===== src/hw/sfr_consts.svh =====
// Constants of the serial NAND feature register bank
`ifndef SFR_CONSTS_SVH
`define SFR_CONSTS_SVH
// Serial commands
`define SFR_CMD_GET_FEAT   8'h0F
`define SFR_CMD_SET_FEAT   8'h1F
`define SFR_CMD_WR_ENABLE  8'h06
`define SFR_CMD_WR_DISABLE 8'h04
`define SFR_CMD_SOFT_RST   8'hFF
`define SFR_CMD_POR_ARM    8'h66
`define SFR_CMD_POR_GO     8'h99
// Feature addresses
`define SFR_ADR_PROT       8'hA0
`define SFR_ADR_CFG        8'hB0
`define SFR_ADR_STAT       8'hC0
`define SFR_ADR_DRIVE      8'hD0
`define SFR_ADR_XSTAT      8'hF0
// Protection register fields
`define SFR_PR_GATE        7
`define SFR_PR_RANGE_HI    5
`define SFR_PR_RANGE_LO    3
`define SFR_PR_FLIP        2
`define SFR_PR_COMPL       1
`define SFR_PR_RST         8'h38
// Configuration register fields
`define SFR_CF_OTP_LOCK    7
`define SFR_CF_OTP_EN      6
`define SFR_CF_ECC_EN      4
`define SFR_CF_FREEZE      3
`define SFR_CF_QUAD        0
// Status and extended status fields
`define SFR_ST_ECC_HI      5
`define SFR_ST_ECC_LO      4
`define SFR_ST_PFAIL       3
`define SFR_ST_EFAIL       2
`define SFR_ST_WPL         1
`define SFR_ST_PEND        0
`define SFR_XS_BPS         3
// Drive strength field
`define SFR_DR_HI          6
`define SFR_DR_LO          5
// Busy time after a reset command, and last bit index of a byte
`define SFR_T_RST_NS       500
`define SFR_CLK_NS         50
`define SFR_BIT_LAST       3'h7
`endif


===== src/hw/sfr_pkg.sv =====
// Types of the serial NAND feature register bank
package sfr_pkg;
  typedef enum logic [4:0] {
    SFR_IDLE  = 5'h01,
    SFR_ADDR  = 5'h02,
    SFR_WDATA = 5'h04,
    SFR_RDATA = 5'h08,
    SFR_SKIP  = 5'h10
  } sfr_state_t;
  typedef struct packed {
    logic [1:0] result;
    logic [1:0] count;
  } sfr_ecc_t;
  typedef struct packed {
    logic [7:0] byte_v;
    logic       done;
  } sfr_rx_t;
endpackage : sfr_pkg


===== src/hw/sfr_feature_regs.sv =====
// Feature and status register bank behind the serial command link
`timescale 1ns/1ns
`default_nettype none
`include "sfr_consts.svh"
// Notes on behaviour
// - Get and set feature commands take one address byte choosing the register.
// - Status register is read only; write permit latch set by write enable command.
// - Written settings hold until power cycle or rewrite; soft reset keeps them.
// - Addresses A0 protection, B0 config, C0 status, D0 drive, F0 extended status.
// - Protection writes ignored while write gate set and write protect pin low.
// - Quad IO allowed only when quad bit set; powers up 0, soft reset keeps.
// - A0, B0, D0 read and write; C0, F0 read only, writes ignored.
// - OTP lock bit survives power loss; all other bits volatile.
// - Range bits power up 1, flip and complement 0; soft reset keeps them.
// - ECC enable powers up 1, soft reset keeps it, clearing disables ECC.
// - Freeze bit set blocks protection changes until power cycle; defaults 0.
// - ECC fields clear on soft reset and read start; update on read done.
// - ECC fields are not to be trusted while internal ECC is disabled.
// - After power-on reset ECC fields show the block 0 page 0 read outcome.
// - ECC result 00 clean, 01 corrected one to four, 10 uncorrected, 11 reserved.
// - Pending bit reads 1 while program, read, erase or reset runs.
// - Drive strength defaults 00 for 100, 75, 50, 25 percent codes.
module sfr_feature_regs (
  // Clock, reset, enable
  input  wire logic        i_mclk,
  input  wire logic        i_rst,
  input  wire logic        i_ce,
  // Serial link
  input  wire logic        i_sck,
  input  wire logic        i_cs_n,
  input  wire logic        i_si,
  input  wire logic        i_wp_n,
  output logic             o_so,
  output logic             o_so_oe,
  // Array engine status
  input  wire logic        i_array_busy,
  input  wire logic        i_read_start,
  input  wire logic        i_read_done,
  input  wire logic [1:0]  i_ecc_result,
  input  wire logic [1:0]  i_ecc_count,
  input  wire logic        i_prog_fail,
  input  wire logic        i_erase_fail,
  input  wire logic        i_wpl_clear,
  input  wire logic        i_otp_nv_lock,
  input  wire logic        i_block_protect_state,
  // Settings to the device
  output logic [7:0]       o_protect,
  output logic             o_quad_io_allow,
  output logic             o_ecc_enable,
  output logic             o_otp_enable,
  output logic             o_otp_lock,
  output logic [1:0]       o_drive_strength_sel,
  output logic             o_write_permit_latch,
  output logic             o_op_pending,
  output logic             o_soft_reset,
  output logic             o_power_reset
);
  localparam int RST_CYC_I = (`SFR_T_RST_NS + `SFR_CLK_NS - 1) / `SFR_CLK_NS;
  localparam logic [7:0] RST_CYC = RST_CYC_I[7:0];

  sfr_pkg::sfr_state_t st_q;
  sfr_pkg::sfr_rx_t    rx;
  sfr_pkg::sfr_ecc_t   ecc_in;
  sfr_pkg::sfr_ecc_t   ecc_q;
  logic [7:0]          cmd_q;
  logic [7:0]          addr_q;
  logic [7:0]          prot_q;
  logic                otp_en_q;
  logic                otp_lock_q;
  logic                otp_nv_q;
  logic                nv_load_q;
  logic                ecc_en_q;
  logic                freeze_q;
  logic                quad_q;
  logic [1:0]          drive_q;
  logic                wpl_q;
  logic                pfail_q;
  logic                efail_q;
  logic                arm_q;
  logic [7:0]          busy_q;
  logic                tx_load;
  logic [7:0]          tx_byte;
  logic                vol_rst;
  logic                cmd_now;
  logic                addr_now;
  logic                wr_now;
  logic                soft_now;
  logic                por_now;
  logic                prot_lock;

  // Byte at a feature address, reserved bits read as zero
  function automatic logic [7:0] feat_read(input logic [7:0] adr);
    logic [7:0] v;
    v = 8'h00;
    if (adr == `SFR_ADR_PROT) begin
      v = prot_q;
    end else if (adr == `SFR_ADR_CFG) begin
      v[`SFR_CF_OTP_LOCK] = otp_lock_q | otp_nv_q;
      v[`SFR_CF_OTP_EN]   = otp_en_q;
      v[`SFR_CF_ECC_EN]   = ecc_en_q;
      v[`SFR_CF_FREEZE]   = freeze_q;
      v[`SFR_CF_QUAD]     = quad_q;
    end else if (adr == `SFR_ADR_STAT) begin
      v[`SFR_ST_ECC_HI:`SFR_ST_ECC_LO] = ecc_q.result;
      v[`SFR_ST_PFAIL]    = pfail_q;
      v[`SFR_ST_EFAIL]    = efail_q;
      v[`SFR_ST_WPL]      = wpl_q;
      v[`SFR_ST_PEND]     = o_op_pending;
    end else if (adr == `SFR_ADR_DRIVE) begin
      v[`SFR_DR_HI:`SFR_DR_LO] = drive_q;
    end else if (adr == `SFR_ADR_XSTAT) begin
      v[`SFR_ST_ECC_HI:`SFR_ST_ECC_LO] = ecc_q.count;
      v[`SFR_XS_BPS]      = i_block_protect_state;
    end
    return v;
  endfunction : feat_read

  // Command decode events
  assign cmd_now   = i_ce & rx.done & (st_q == sfr_pkg::SFR_IDLE) & ~i_cs_n;
  assign addr_now  = i_ce & rx.done & (st_q == sfr_pkg::SFR_ADDR) & ~i_cs_n;
  assign wr_now    = i_ce & rx.done & (st_q == sfr_pkg::SFR_WDATA) & ~i_cs_n;
  assign soft_now  = cmd_now & (rx.byte_v == `SFR_CMD_SOFT_RST);
  assign por_now   = cmd_now & (rx.byte_v == `SFR_CMD_POR_GO) & arm_q;
  assign vol_rst   = i_rst | o_power_reset;
  assign prot_lock = (prot_q[`SFR_PR_GATE] & ~i_wp_n) | freeze_q;
  assign tx_load   = (addr_now & (cmd_q == `SFR_CMD_GET_FEAT))
                   | (i_ce & rx.done & (st_q == sfr_pkg::SFR_RDATA));
  assign tx_byte   = addr_now ? feat_read(rx.byte_v) : feat_read(addr_q);
  assign ecc_in    = '{result: i_ecc_result, count: i_ecc_count};

  sfr_spi_shift u_shift (
    .i_mclk    (i_mclk),
    .i_rst     (vol_rst),
    .i_ce      (i_ce),
    .i_sck     (i_sck),
    .i_cs_n    (i_cs_n),
    .i_si      (i_si),
    .o_so      (o_so),
    .i_tx_load (tx_load),
    .i_tx_byte (tx_byte),
    .o_rx      (rx)
  );

  sfr_ecc_stat u_ecc (
    .i_mclk  (i_mclk),
    .i_rst   (vol_rst),
    .i_ce    (i_ce),
    .i_clear (soft_now | i_read_start),
    .i_done  (i_read_done),
    .i_ecc   (ecc_in),
    .o_ecc   (ecc_q)
  );

  // Link sequencing
  always_ff @(posedge i_mclk) begin
    if (vol_rst) begin
      st_q   <= sfr_pkg::SFR_IDLE;
      cmd_q  <= 8'h00;
      addr_q <= 8'h00;
    end else if (i_ce) begin
      if (i_cs_n) begin
        st_q <= sfr_pkg::SFR_IDLE;
      end else if (rx.done) begin
        case (st_q)
          sfr_pkg::SFR_IDLE: begin
            cmd_q <= rx.byte_v;
            if (rx.byte_v == `SFR_CMD_GET_FEAT || rx.byte_v == `SFR_CMD_SET_FEAT) begin
              st_q <= sfr_pkg::SFR_ADDR;
            end else begin
              st_q <= sfr_pkg::SFR_SKIP;
            end
          end
          sfr_pkg::SFR_ADDR: begin
            addr_q <= rx.byte_v;
            if (cmd_q == `SFR_CMD_GET_FEAT) begin
              st_q <= sfr_pkg::SFR_RDATA;
            end else begin
              st_q <= sfr_pkg::SFR_WDATA;
            end
          end
          sfr_pkg::SFR_WDATA: st_q <= sfr_pkg::SFR_SKIP;
          sfr_pkg::SFR_RDATA: st_q <= sfr_pkg::SFR_RDATA;
          sfr_pkg::SFR_SKIP:  st_q <= sfr_pkg::SFR_SKIP;
          default:            st_q <= sfr_pkg::SFR_IDLE;
        endcase
      end
    end
  end

  // Output enable while the read data phase runs
  always_ff @(posedge i_mclk) begin
    if (vol_rst) begin
      o_so_oe <= 1'b0;
    end else if (i_ce) begin
      o_so_oe <= ~i_cs_n & (st_q == sfr_pkg::SFR_RDATA);
    end
  end

  // Protection register
  always_ff @(posedge i_mclk) begin
    if (vol_rst) begin
      prot_q <= `SFR_PR_RST;
    end else if (wr_now && addr_q == `SFR_ADR_PROT && !prot_lock) begin
      prot_q <= {rx.byte_v[`SFR_PR_GATE], 1'b0,
                 rx.byte_v[`SFR_PR_RANGE_HI:`SFR_PR_COMPL], 1'b0};
    end
  end

  // Configuration register; soft reset command does not touch it
  always_ff @(posedge i_mclk) begin
    if (vol_rst) begin
      otp_en_q  <= 1'b0;
      otp_lock_q <= 1'b0;
      ecc_en_q  <= 1'b1;
      freeze_q  <= 1'b0;
      quad_q    <= 1'b0;
    end else if (wr_now && addr_q == `SFR_ADR_CFG) begin
      otp_en_q  <= rx.byte_v[`SFR_CF_OTP_EN];
      otp_lock_q <= rx.byte_v[`SFR_CF_OTP_LOCK];
      ecc_en_q  <= rx.byte_v[`SFR_CF_ECC_EN];
      freeze_q  <= freeze_q | rx.byte_v[`SFR_CF_FREEZE];
      quad_q    <= rx.byte_v[`SFR_CF_QUAD];
    end
  end

  // Retained lock, caught after reset release
  always_ff @(posedge i_mclk) begin
    if (vol_rst) begin
      nv_load_q <= 1'b1;
      otp_nv_q  <= 1'b0;
    end else if (i_ce && nv_load_q) begin
      nv_load_q <= 1'b0;
      otp_nv_q  <= i_otp_nv_lock;
    end
  end

  // Drive strength register
  always_ff @(posedge i_mclk) begin
    if (vol_rst) begin
      drive_q <= 2'h0;
    end else if (wr_now && addr_q == `SFR_ADR_DRIVE) begin
      drive_q <= rx.byte_v[`SFR_DR_HI:`SFR_DR_LO];
    end
  end

  // Write permit latch: set wins over clear
  always_ff @(posedge i_mclk) begin
    if (vol_rst) begin
      wpl_q <= 1'b0;
    end else if (i_ce) begin
      if (cmd_now && rx.byte_v == `SFR_CMD_WR_ENABLE) begin
        wpl_q <= 1'b1;
      end else if (i_wpl_clear || soft_now
                   || (cmd_now && rx.byte_v == `SFR_CMD_WR_DISABLE)) begin
        wpl_q <= 1'b0;
      end
    end
  end

  // Fail flags from the array engine, cleared by reset command
  always_ff @(posedge i_mclk) begin
    if (vol_rst) begin
      pfail_q <= 1'b0;
      efail_q <= 1'b0;
    end else if (i_ce) begin
      pfail_q <= i_prog_fail | (pfail_q & ~soft_now);
      efail_q <= i_erase_fail | (efail_q & ~soft_now);
    end
  end

  // Reset commands and busy time
  always_ff @(posedge i_mclk) begin
    if (i_rst) begin
      arm_q         <= 1'b0;
      busy_q        <= 8'h00;
      o_soft_reset  <= 1'b0;
      o_power_reset <= 1'b0;
    end else if (i_ce) begin
      o_soft_reset  <= soft_now;
      o_power_reset <= por_now;
      if (cmd_now) begin
        arm_q <= (rx.byte_v == `SFR_CMD_POR_ARM);
      end
      if (soft_now || por_now) begin
        busy_q <= RST_CYC;
      end else if (busy_q != 8'h00) begin
        busy_q <= busy_q - 8'h01;
      end
    end
  end

  // Registered setting outputs
  always_ff @(posedge i_mclk) begin
    if (i_rst) begin
      o_protect            <= `SFR_PR_RST;
      o_quad_io_allow      <= 1'b0;
      o_ecc_enable         <= 1'b1;
      o_otp_enable         <= 1'b0;
      o_otp_lock           <= 1'b0;
      o_drive_strength_sel <= 2'h0;
      o_write_permit_latch <= 1'b0;
      o_op_pending         <= 1'b0;
    end else if (i_ce) begin
      o_protect            <= prot_q;
      o_quad_io_allow      <= quad_q;
      o_ecc_enable         <= ecc_en_q;
      o_otp_enable         <= otp_en_q;
      o_otp_lock           <= otp_lock_q | otp_nv_q;
      o_drive_strength_sel <= drive_q;
      o_write_permit_latch <= wpl_q;
      o_op_pending         <= i_array_busy | (busy_q != 8'h00) | soft_now | por_now;
    end
  end

  property p_wpl_set;
    @(posedge i_mclk) disable iff (i_rst)
      (cmd_now && rx.byte_v == `SFR_CMD_WR_ENABLE) |=> wpl_q ##1 o_write_permit_latch;
  endproperty
  a_wpl_set: assert property (p_wpl_set) else $error("write enable did not set latch");

  property p_wp_block;
    @(posedge i_mclk) disable iff (i_rst)
      (wr_now && addr_q == `SFR_ADR_PROT && prot_q[`SFR_PR_GATE] && !i_wp_n) |=> $stable(prot_q);
  endproperty
  a_wp_block: assert property (p_wp_block) else $error("protection written under pin lock");

  property p_freeze_keep;
    @(posedge i_mclk) disable iff (vol_rst)
      (freeze_q && !vol_rst) |=> freeze_q && $stable(prot_q);
  endproperty
  a_freeze_keep: assert property (p_freeze_keep) else $error("frozen protection changed");

  property p_soft_keep;
    @(posedge i_mclk) disable iff (i_rst)
      soft_now |=> $stable(quad_q) && $stable(ecc_en_q) && $stable(prot_q) && $stable(drive_q);
  endproperty
  a_soft_keep: assert property (p_soft_keep) else $error("soft reset changed a setting");

  property p_ecc_clear;
    @(posedge i_mclk) disable iff (vol_rst)
      (soft_now && !i_read_done) |=> ecc_q == '0;
  endproperty
  a_ecc_clear: assert property (p_ecc_clear) else $error("ecc status not cleared");

  property p_ecc_update;
    @(posedge i_mclk) disable iff (vol_rst)
      (i_ce && i_read_done) |=> ecc_q.result == $past(i_ecc_result);
  endproperty
  a_ecc_update: assert property (p_ecc_update) else $error("ecc result not captured");

  property p_pending;
    @(posedge i_mclk) disable iff (vol_rst)
      (i_ce && soft_now) |=> o_op_pending [*8];
  endproperty
  a_pending: assert property (p_pending) else $error("pending dropped during reset");

  property p_ro_status;
    @(posedge i_mclk) disable iff (vol_rst)
      (wr_now && addr_q == `SFR_ADR_STAT) |=> $stable(wpl_q) || $past(i_wpl_clear);
  endproperty
  a_ro_status: assert property (p_ro_status) else $error("status write took effect");

  property p_read_oe;
    @(posedge i_mclk) disable iff (vol_rst)
      (i_ce && !i_cs_n && st_q == sfr_pkg::SFR_RDATA) |=> o_so_oe;
  endproperty
  a_read_oe: assert property (p_read_oe) else $error("read data not driven");

  c_get: cover property (@(posedge i_mclk) addr_now && cmd_q == `SFR_CMD_GET_FEAT);
  c_set: cover property (@(posedge i_mclk) wr_now && addr_q == `SFR_ADR_CFG);
  c_por: cover property (@(posedge i_mclk) por_now);
endmodule : sfr_feature_regs
`default_nettype wire


===== src/hw/sfr_spi_shift.sv =====
// Serial byte shifter: bits in on clock rise, bits out on clock fall
`timescale 1ns/1ns
`default_nettype none
`include "sfr_consts.svh"
module sfr_spi_shift (
  // Clock and reset
  input  wire logic        i_mclk,
  input  wire logic        i_rst,
  input  wire logic        i_ce,
  // Serial pins
  input  wire logic        i_sck,
  input  wire logic        i_cs_n,
  input  wire logic        i_si,
  output logic             o_so,
  // Byte side
  input  wire logic        i_tx_load,
  input  wire logic [7:0]  i_tx_byte,
  output sfr_pkg::sfr_rx_t o_rx
);
  logic       sck_q;
  logic [2:0] cnt_q;
  logic [7:0] sh_q;
  logic [7:0] tx_q;
  logic       rise;
  logic       fall;
  assign rise = i_sck & ~sck_q;
  assign fall = ~i_sck & sck_q;
  always_ff @(posedge i_mclk) begin
    if (i_rst) begin
      sck_q <= 1'b0;
    end else if (i_ce) begin
      sck_q <= i_sck;
    end
  end
  always_ff @(posedge i_mclk) begin
    if (i_rst) begin
      cnt_q <= 3'h0;
      sh_q  <= 8'h00;
      o_rx  <= '0;
    end else if (i_ce) begin
      o_rx.done <= 1'b0;
      if (i_cs_n) begin
        cnt_q <= 3'h0;
      end else if (rise) begin
        sh_q  <= {sh_q[6:0], i_si};
        cnt_q <= cnt_q + 3'h1;
        if (cnt_q == `SFR_BIT_LAST) begin
          o_rx.byte_v <= {sh_q[6:0], i_si};
          o_rx.done   <= 1'b1;
        end
      end
    end
  end
  always_ff @(posedge i_mclk) begin
    if (i_rst) begin
      tx_q <= 8'h00;
      o_so <= 1'b0;
    end else if (i_ce) begin
      if (i_tx_load) begin
        tx_q <= i_tx_byte;
      end else if (fall && !i_cs_n) begin
        o_so <= tx_q[7];
        tx_q <= {tx_q[6:0], 1'b0};
      end
    end
  end
endmodule : sfr_spi_shift
`default_nettype wire


===== src/hw/sfr_ecc_stat.sv =====
// ECC result and count holder, cleared by reset or read start
`timescale 1ns/1ns
`default_nettype none
module sfr_ecc_stat (
  // Clock and reset
  input  wire logic         i_mclk,
  input  wire logic         i_rst,
  input  wire logic         i_ce,
  // Events
  input  wire logic         i_clear,
  input  wire logic         i_done,
  input  wire sfr_pkg::sfr_ecc_t i_ecc,
  // Held status
  output sfr_pkg::sfr_ecc_t o_ecc
);
  always_ff @(posedge i_mclk) begin
    if (i_rst) begin
      o_ecc <= '0;
    end else if (i_ce) begin
      if (i_done) begin
        o_ecc <= i_ecc;
      end else if (i_clear) begin
        o_ecc <= '0;
      end
    end
  end
endmodule : sfr_ecc_stat
`default_nettype wire


===== config.mk =====
export PLATFORM = sky130hd
export DESIGN_NAME = sfr_feature_regs
export DESIGN_NICKNAME = d
export VERILOG_FILES = /design/src/hw/sfr_pkg.sv /design/src/hw/sfr_feature_regs.sv /design/src/hw/sfr_spi_shift.sv /design/src/hw/sfr_ecc_stat.sv
export VERILOG_INCLUDE_DIRS = /design/src /design/src/hw
export SDC_FILE = /design/constraint.sdc
export NUM_CORES = 1
export LEC_CHECK = 0
export BUFFER_PORTS_ARGS = -buffer_cell sky130_fd_sc_hd__buf_2
export CORE_MARGIN = 4
export CORE_UTILIZATION = 35
export DETAILED_ROUTE_END_ITERATION = 8
export PLACE_DENSITY = 0.49
export SYNTH_ARGS = -nofsm -noshare
export SYNTH_HDL_FRONTEND = slang
export SYNTH_SLANG_ARGS = --single-unit
export TNS_END_PERCENT = 5

===== constraint.sdc =====
create_clock -name i_mclk -period 2.35 [get_ports i_mclk]
set_clock_uncertainty 0.15 [all_clocks]
set_input_delay 0.1175 -clock i_mclk [delete_from_list [all_inputs] [get_ports i_mclk]]
set_output_delay 0.1175 -clock i_mclk [all_outputs]
set_load 0.03 [all_outputs]

==> metrics.md <==
| Metric | Value |
|---|---|
| Worst hold path class | `in2reg` |
| Max_cap viols | `0` |
| Vias per cell | `5.29` |
| Area grow syn2layout | `21.3%` |
| Die H | `123 um` |
| Crit-path max FO | `11` |
| WL met2 | `6170 um` |
| Bufs and invs on worst path | `0` |
| Post-CTS setup buffers | `0` |
| Final Cycle Share | `98.1%` |
| Status | `finished clean` |
| Tmin final | `2300 ps` |
| Iter 0 DRT Violations | `212` |
| Worst vdd ir | `0.603 mV` |
| Num ports | `39` |
| Endpoints failing setup | `0` |
| Ys flop type | `dfxtp_1` |
| Layout net count | `632` |
| Ys async rst share | `0%` |
| Worst r2r src | `st_q[2]` |
| Final hold violations | `0` |
| Post-route DRC | `0` |
| CTS Buf Count | `9` |
| Largest net degree at the start of global routing | `46` |
| DIE WIDTH | `123 um` |
| Crit path kind | `reg2reg` |
| Crit path max-delay family | `simple AND/OR/NAND/NOR gates` |
| Max clock buf depth | `2` |
| Worst Hold Launch | `i_read_start` |
| Core ar. | `0.0128 mm^2` |
| Via count of the first global-routing pass | `4076` |
| Final Wtd Congestion | `0.908` |
| Seq/Total Area, Yosys | `42.1%` |
| FP Rows | `41` |
| Clock Latency Late Sink | `350 ps` |
| CP startpoint kind | `flop` |
| Slew Limit Fails | `0` |
| Cells on worst reg2reg path | `5` |
| Layout cells sized above 1 | `18.1%` |
| Crit-path cells | `or4_4 > or3_4 > o22a_2 > a221oi_2 > a221oi_1` |
| RSZ-0062 raised after global routing | `yes` |
| CTS clk-pin slew, worst paths | `60 ps` |
| CP Capture Type | `flop` |
| Ant diodes | `0` |
| Htree depth | `3` |
| Drt wl/cell | `16.8 um` |
| Met1 WL | `6300 um` |
| Initial core utilization | `36.3%` |
| Worst Tran Pin Value | `591 ps` |
| Slowest-stage cell, CP | `or4_4` |
| Met3 wire len | `505 um` |
| GRT overflow | `0` |
| Dpl hpwl | `9640 um` |
| CTS tree | `built` |
| Syn Area/Cell | `8.45 um^2` |
| CP peak stage delay | `540 ps` |
| Routed vias | `4152` |
| CTS Sinks | `98` |
| Relative slew slack | `60.5%` |
| DR pass1 iterations | `4` |
| Arrival time at the worst endpoint | `2350 ps` |
| Initial antenna violation count | `0` |
| Worst EP required | `2400 ps` |
| Hold_ws | `33.8 ps` |
| GRT Overall Usage | `18.2%` |
| DRT Wirelength | `13200 um` |
| Yosys cell types | `62` |
| Root buf cell | `clkbuf_16` |
| Detail Route Antenna Nets | `0` |
| Pwr Total | `3.79 mW` |
| I/O Buffers | `36` |
| Die area | `0.0152 mm^2` |
| PwrDens | `670 mW/mm^2` |
| EDFF count, synth | `0` |
| Yosys warns | `0` |
| Highest Signal Layer | `met4` |
| FF-to-FF End | `u_shift.tx_q[4]` |
| First-pass GRT wire length | `21500 um` |
| Min-Delay Endpoint | `u_ecc.o_ecc[3]` |
| Leak Pwr | `2.21 nW` |
| Cells after Synth | `551` |
| Cell Area, Synth | `0.00466 mm^2` |
| Reg-to-reg setup timing slack | `50 ps` |
| Setup total negative slack | `0 ps` |
| Synth Register Bits | `98` |
| Worst Hold Depth | `4` |
| F_max | `0.434 GHz` |
[cell type report]
| class | count | area, um^2 |
|---|---|---|
| clock buffer | 11 | 253 |
| timing repair buffer | 90 | 638 |
| clock inverter | 4 | 73.8 |
| inverter | 8 | 30.0 |
| fill | 1331 | 7180 |
| tap | 172 | 215 |
| sequential | 98 | 1960 |
| multi-input combinational | 402 | 2480 |
[synthesized netlist by cell type (4+ instances only)]
| library cell | instances | share of area (%) |
|---|---|---|
| a211oi_1 | 6 | 0.97 |
| ha_1 | 4 | 1.1 |
| nand2b_1 | 5 | 0.67 |
| nor4b_1 | 4 | 0.75 |
| nor3_1 | 5 | 0.54 |
| a211o_1 | 4 | 0.75 |
| o21ai_0 | 15 | 1.6 |
| mux2i_1 | 37 | 8.0 |
| inv_1 | 8 | 0.64 |
| a221oi_1 | 7 | 1.3 |
| nor2b_1 | 13 | 1.7 |
| nor4_1 | 4 | 0.54 |
| and2_1 | 4 | 0.54 |
| nand4_1 | 6 | 0.81 |
| or3_1 | 4 | 0.54 |
| nand3b_1 | 8 | 1.3 |
| nand2_1 | 88 | 7.1 |
| nand3_1 | 20 | 2.1 |
| buf_4 | 7 | 1.1 |
| a21oi_1 | 56 | 6.0 |
| nor2_1 | 45 | 3.6 |
| dfxtp_1 | 98 | 42 |
| nor3b_1 | 4 | 0.64 |
| clkbuf_1 | 30 | 2.4 |
| a22oi_1 | 8 | 1.3 |
[per-stage QoR]
stage	instances	cell area [um^2]	util, %	setup WS [ps]
finish	785	5650	44.0	45.7
global route	785	5650	44.0	-47.1
global placement	754	5140	40.0	101
detailed placement	754	5140	40.0	46.8
floorplan	552	4660	-	88.4
CTS	785	5620	43.8	21.4
[cell families (layout without fill, tap and decap cells)]
group | Yosys count | count (layout) | synth area share, %
XOR/XNOR | 4 | 4 | 0.752
multiplexers | 39 | 39 | 8.44
adder cells (fa/ha/maj) | 4 | 4 | 1.07
buffers and inverters | 52 | 113 | 5.32
flip-flops | 98 | 98 | 42.1
other | 1 | 2 | 0.0805
AND/OR/NAND/NOR | 231 | 231 | 25.3
AO/OA/AOI/OAI | 122 | 122 | 16.9
[how the worst max path moves through the flow]
stage          startpoint         endpoint  cells after the start
4_1_cts           st_q[0]  u_shift.tx_q[4]                      5
6_report          st_q[2]  u_shift.tx_q[4]                      5
3_5_place_dp      st_q[0]  u_shift.tx_q[4]                      5
3_3_place_gp    addr_q[0]        prot_q[5]                      6
2_1_floorplan     st_q[4]  u_shift.tx_q[4]                      7
5_1_grt           st_q[0]  u_shift.tx_q[1]                      5
[cell usage in the layout, fill, tap and decap left out, types with 5 or more instances in the layout]
master / instances
nand4_1: 6
nor3_1: 5
a211oi_1: 6
nand2_1: 88
nand3_1: 20
nor2b_1: 13
inv_1: 8
nor2_1: 45
mux2i_1: 36
buf_4: 37
dfxtp_1: 98
a21oi_1: 56
clkbuf_16: 9
nand3b_1: 8
buf_2: 36
o21ai_0: 15
a22oi_1: 8
nand2b_1: 5
dlygate4sd3_1: 16
[worst reg2reg max path, delay by kind of cell, from the launching register on]
family             cells  cell delay, ps
DFF                    1             390
and+or+nand+nor        2             900
AOI/OAI and AO/OA      3             720
[routing by layer]
metal  track usage, %  vias up
li1                 -     2074
met5                0        -
met2             29.2       61
met1             24.3     2003
met3             4.12       14
met4             5.88        0
[repair_timing]
item,CTS,global route
endpoints found under the hold margin,12,0
setup endpoints to repair,0,6
gates resized for setup,0,5
hold buffers,16,0
[power breakdown]
| group | leakage (nW) | internal, mW | switching [mW] |
|---|---|---|---|
| Sequential | 0.794 | 1.72 | 0.0511 |
| Combinational | 1.25 | 0.178 | 0.226 |
| Clock | 0.162 | 0.987 | 0.628 |
| Total | 2.21 | 2.88 | 0.904 |
[flip-flops by register name, indices dropped and copies added, names as in the netlist, 2 cells and up]
name                  flops
o_protect                 6
u_shift.o_rx              9
u_ecc.o_ecc               4
u_shift.cnt_q             3
st_q                      5
drive_q                   2
prot_q                    6
o_drive_strength_sel      2
u_shift.tx_q              8
u_shift.sh_q              7
cmd_q                     8
busy_q                    8
addr_q                    8
(Power assumes the default switching activity.)
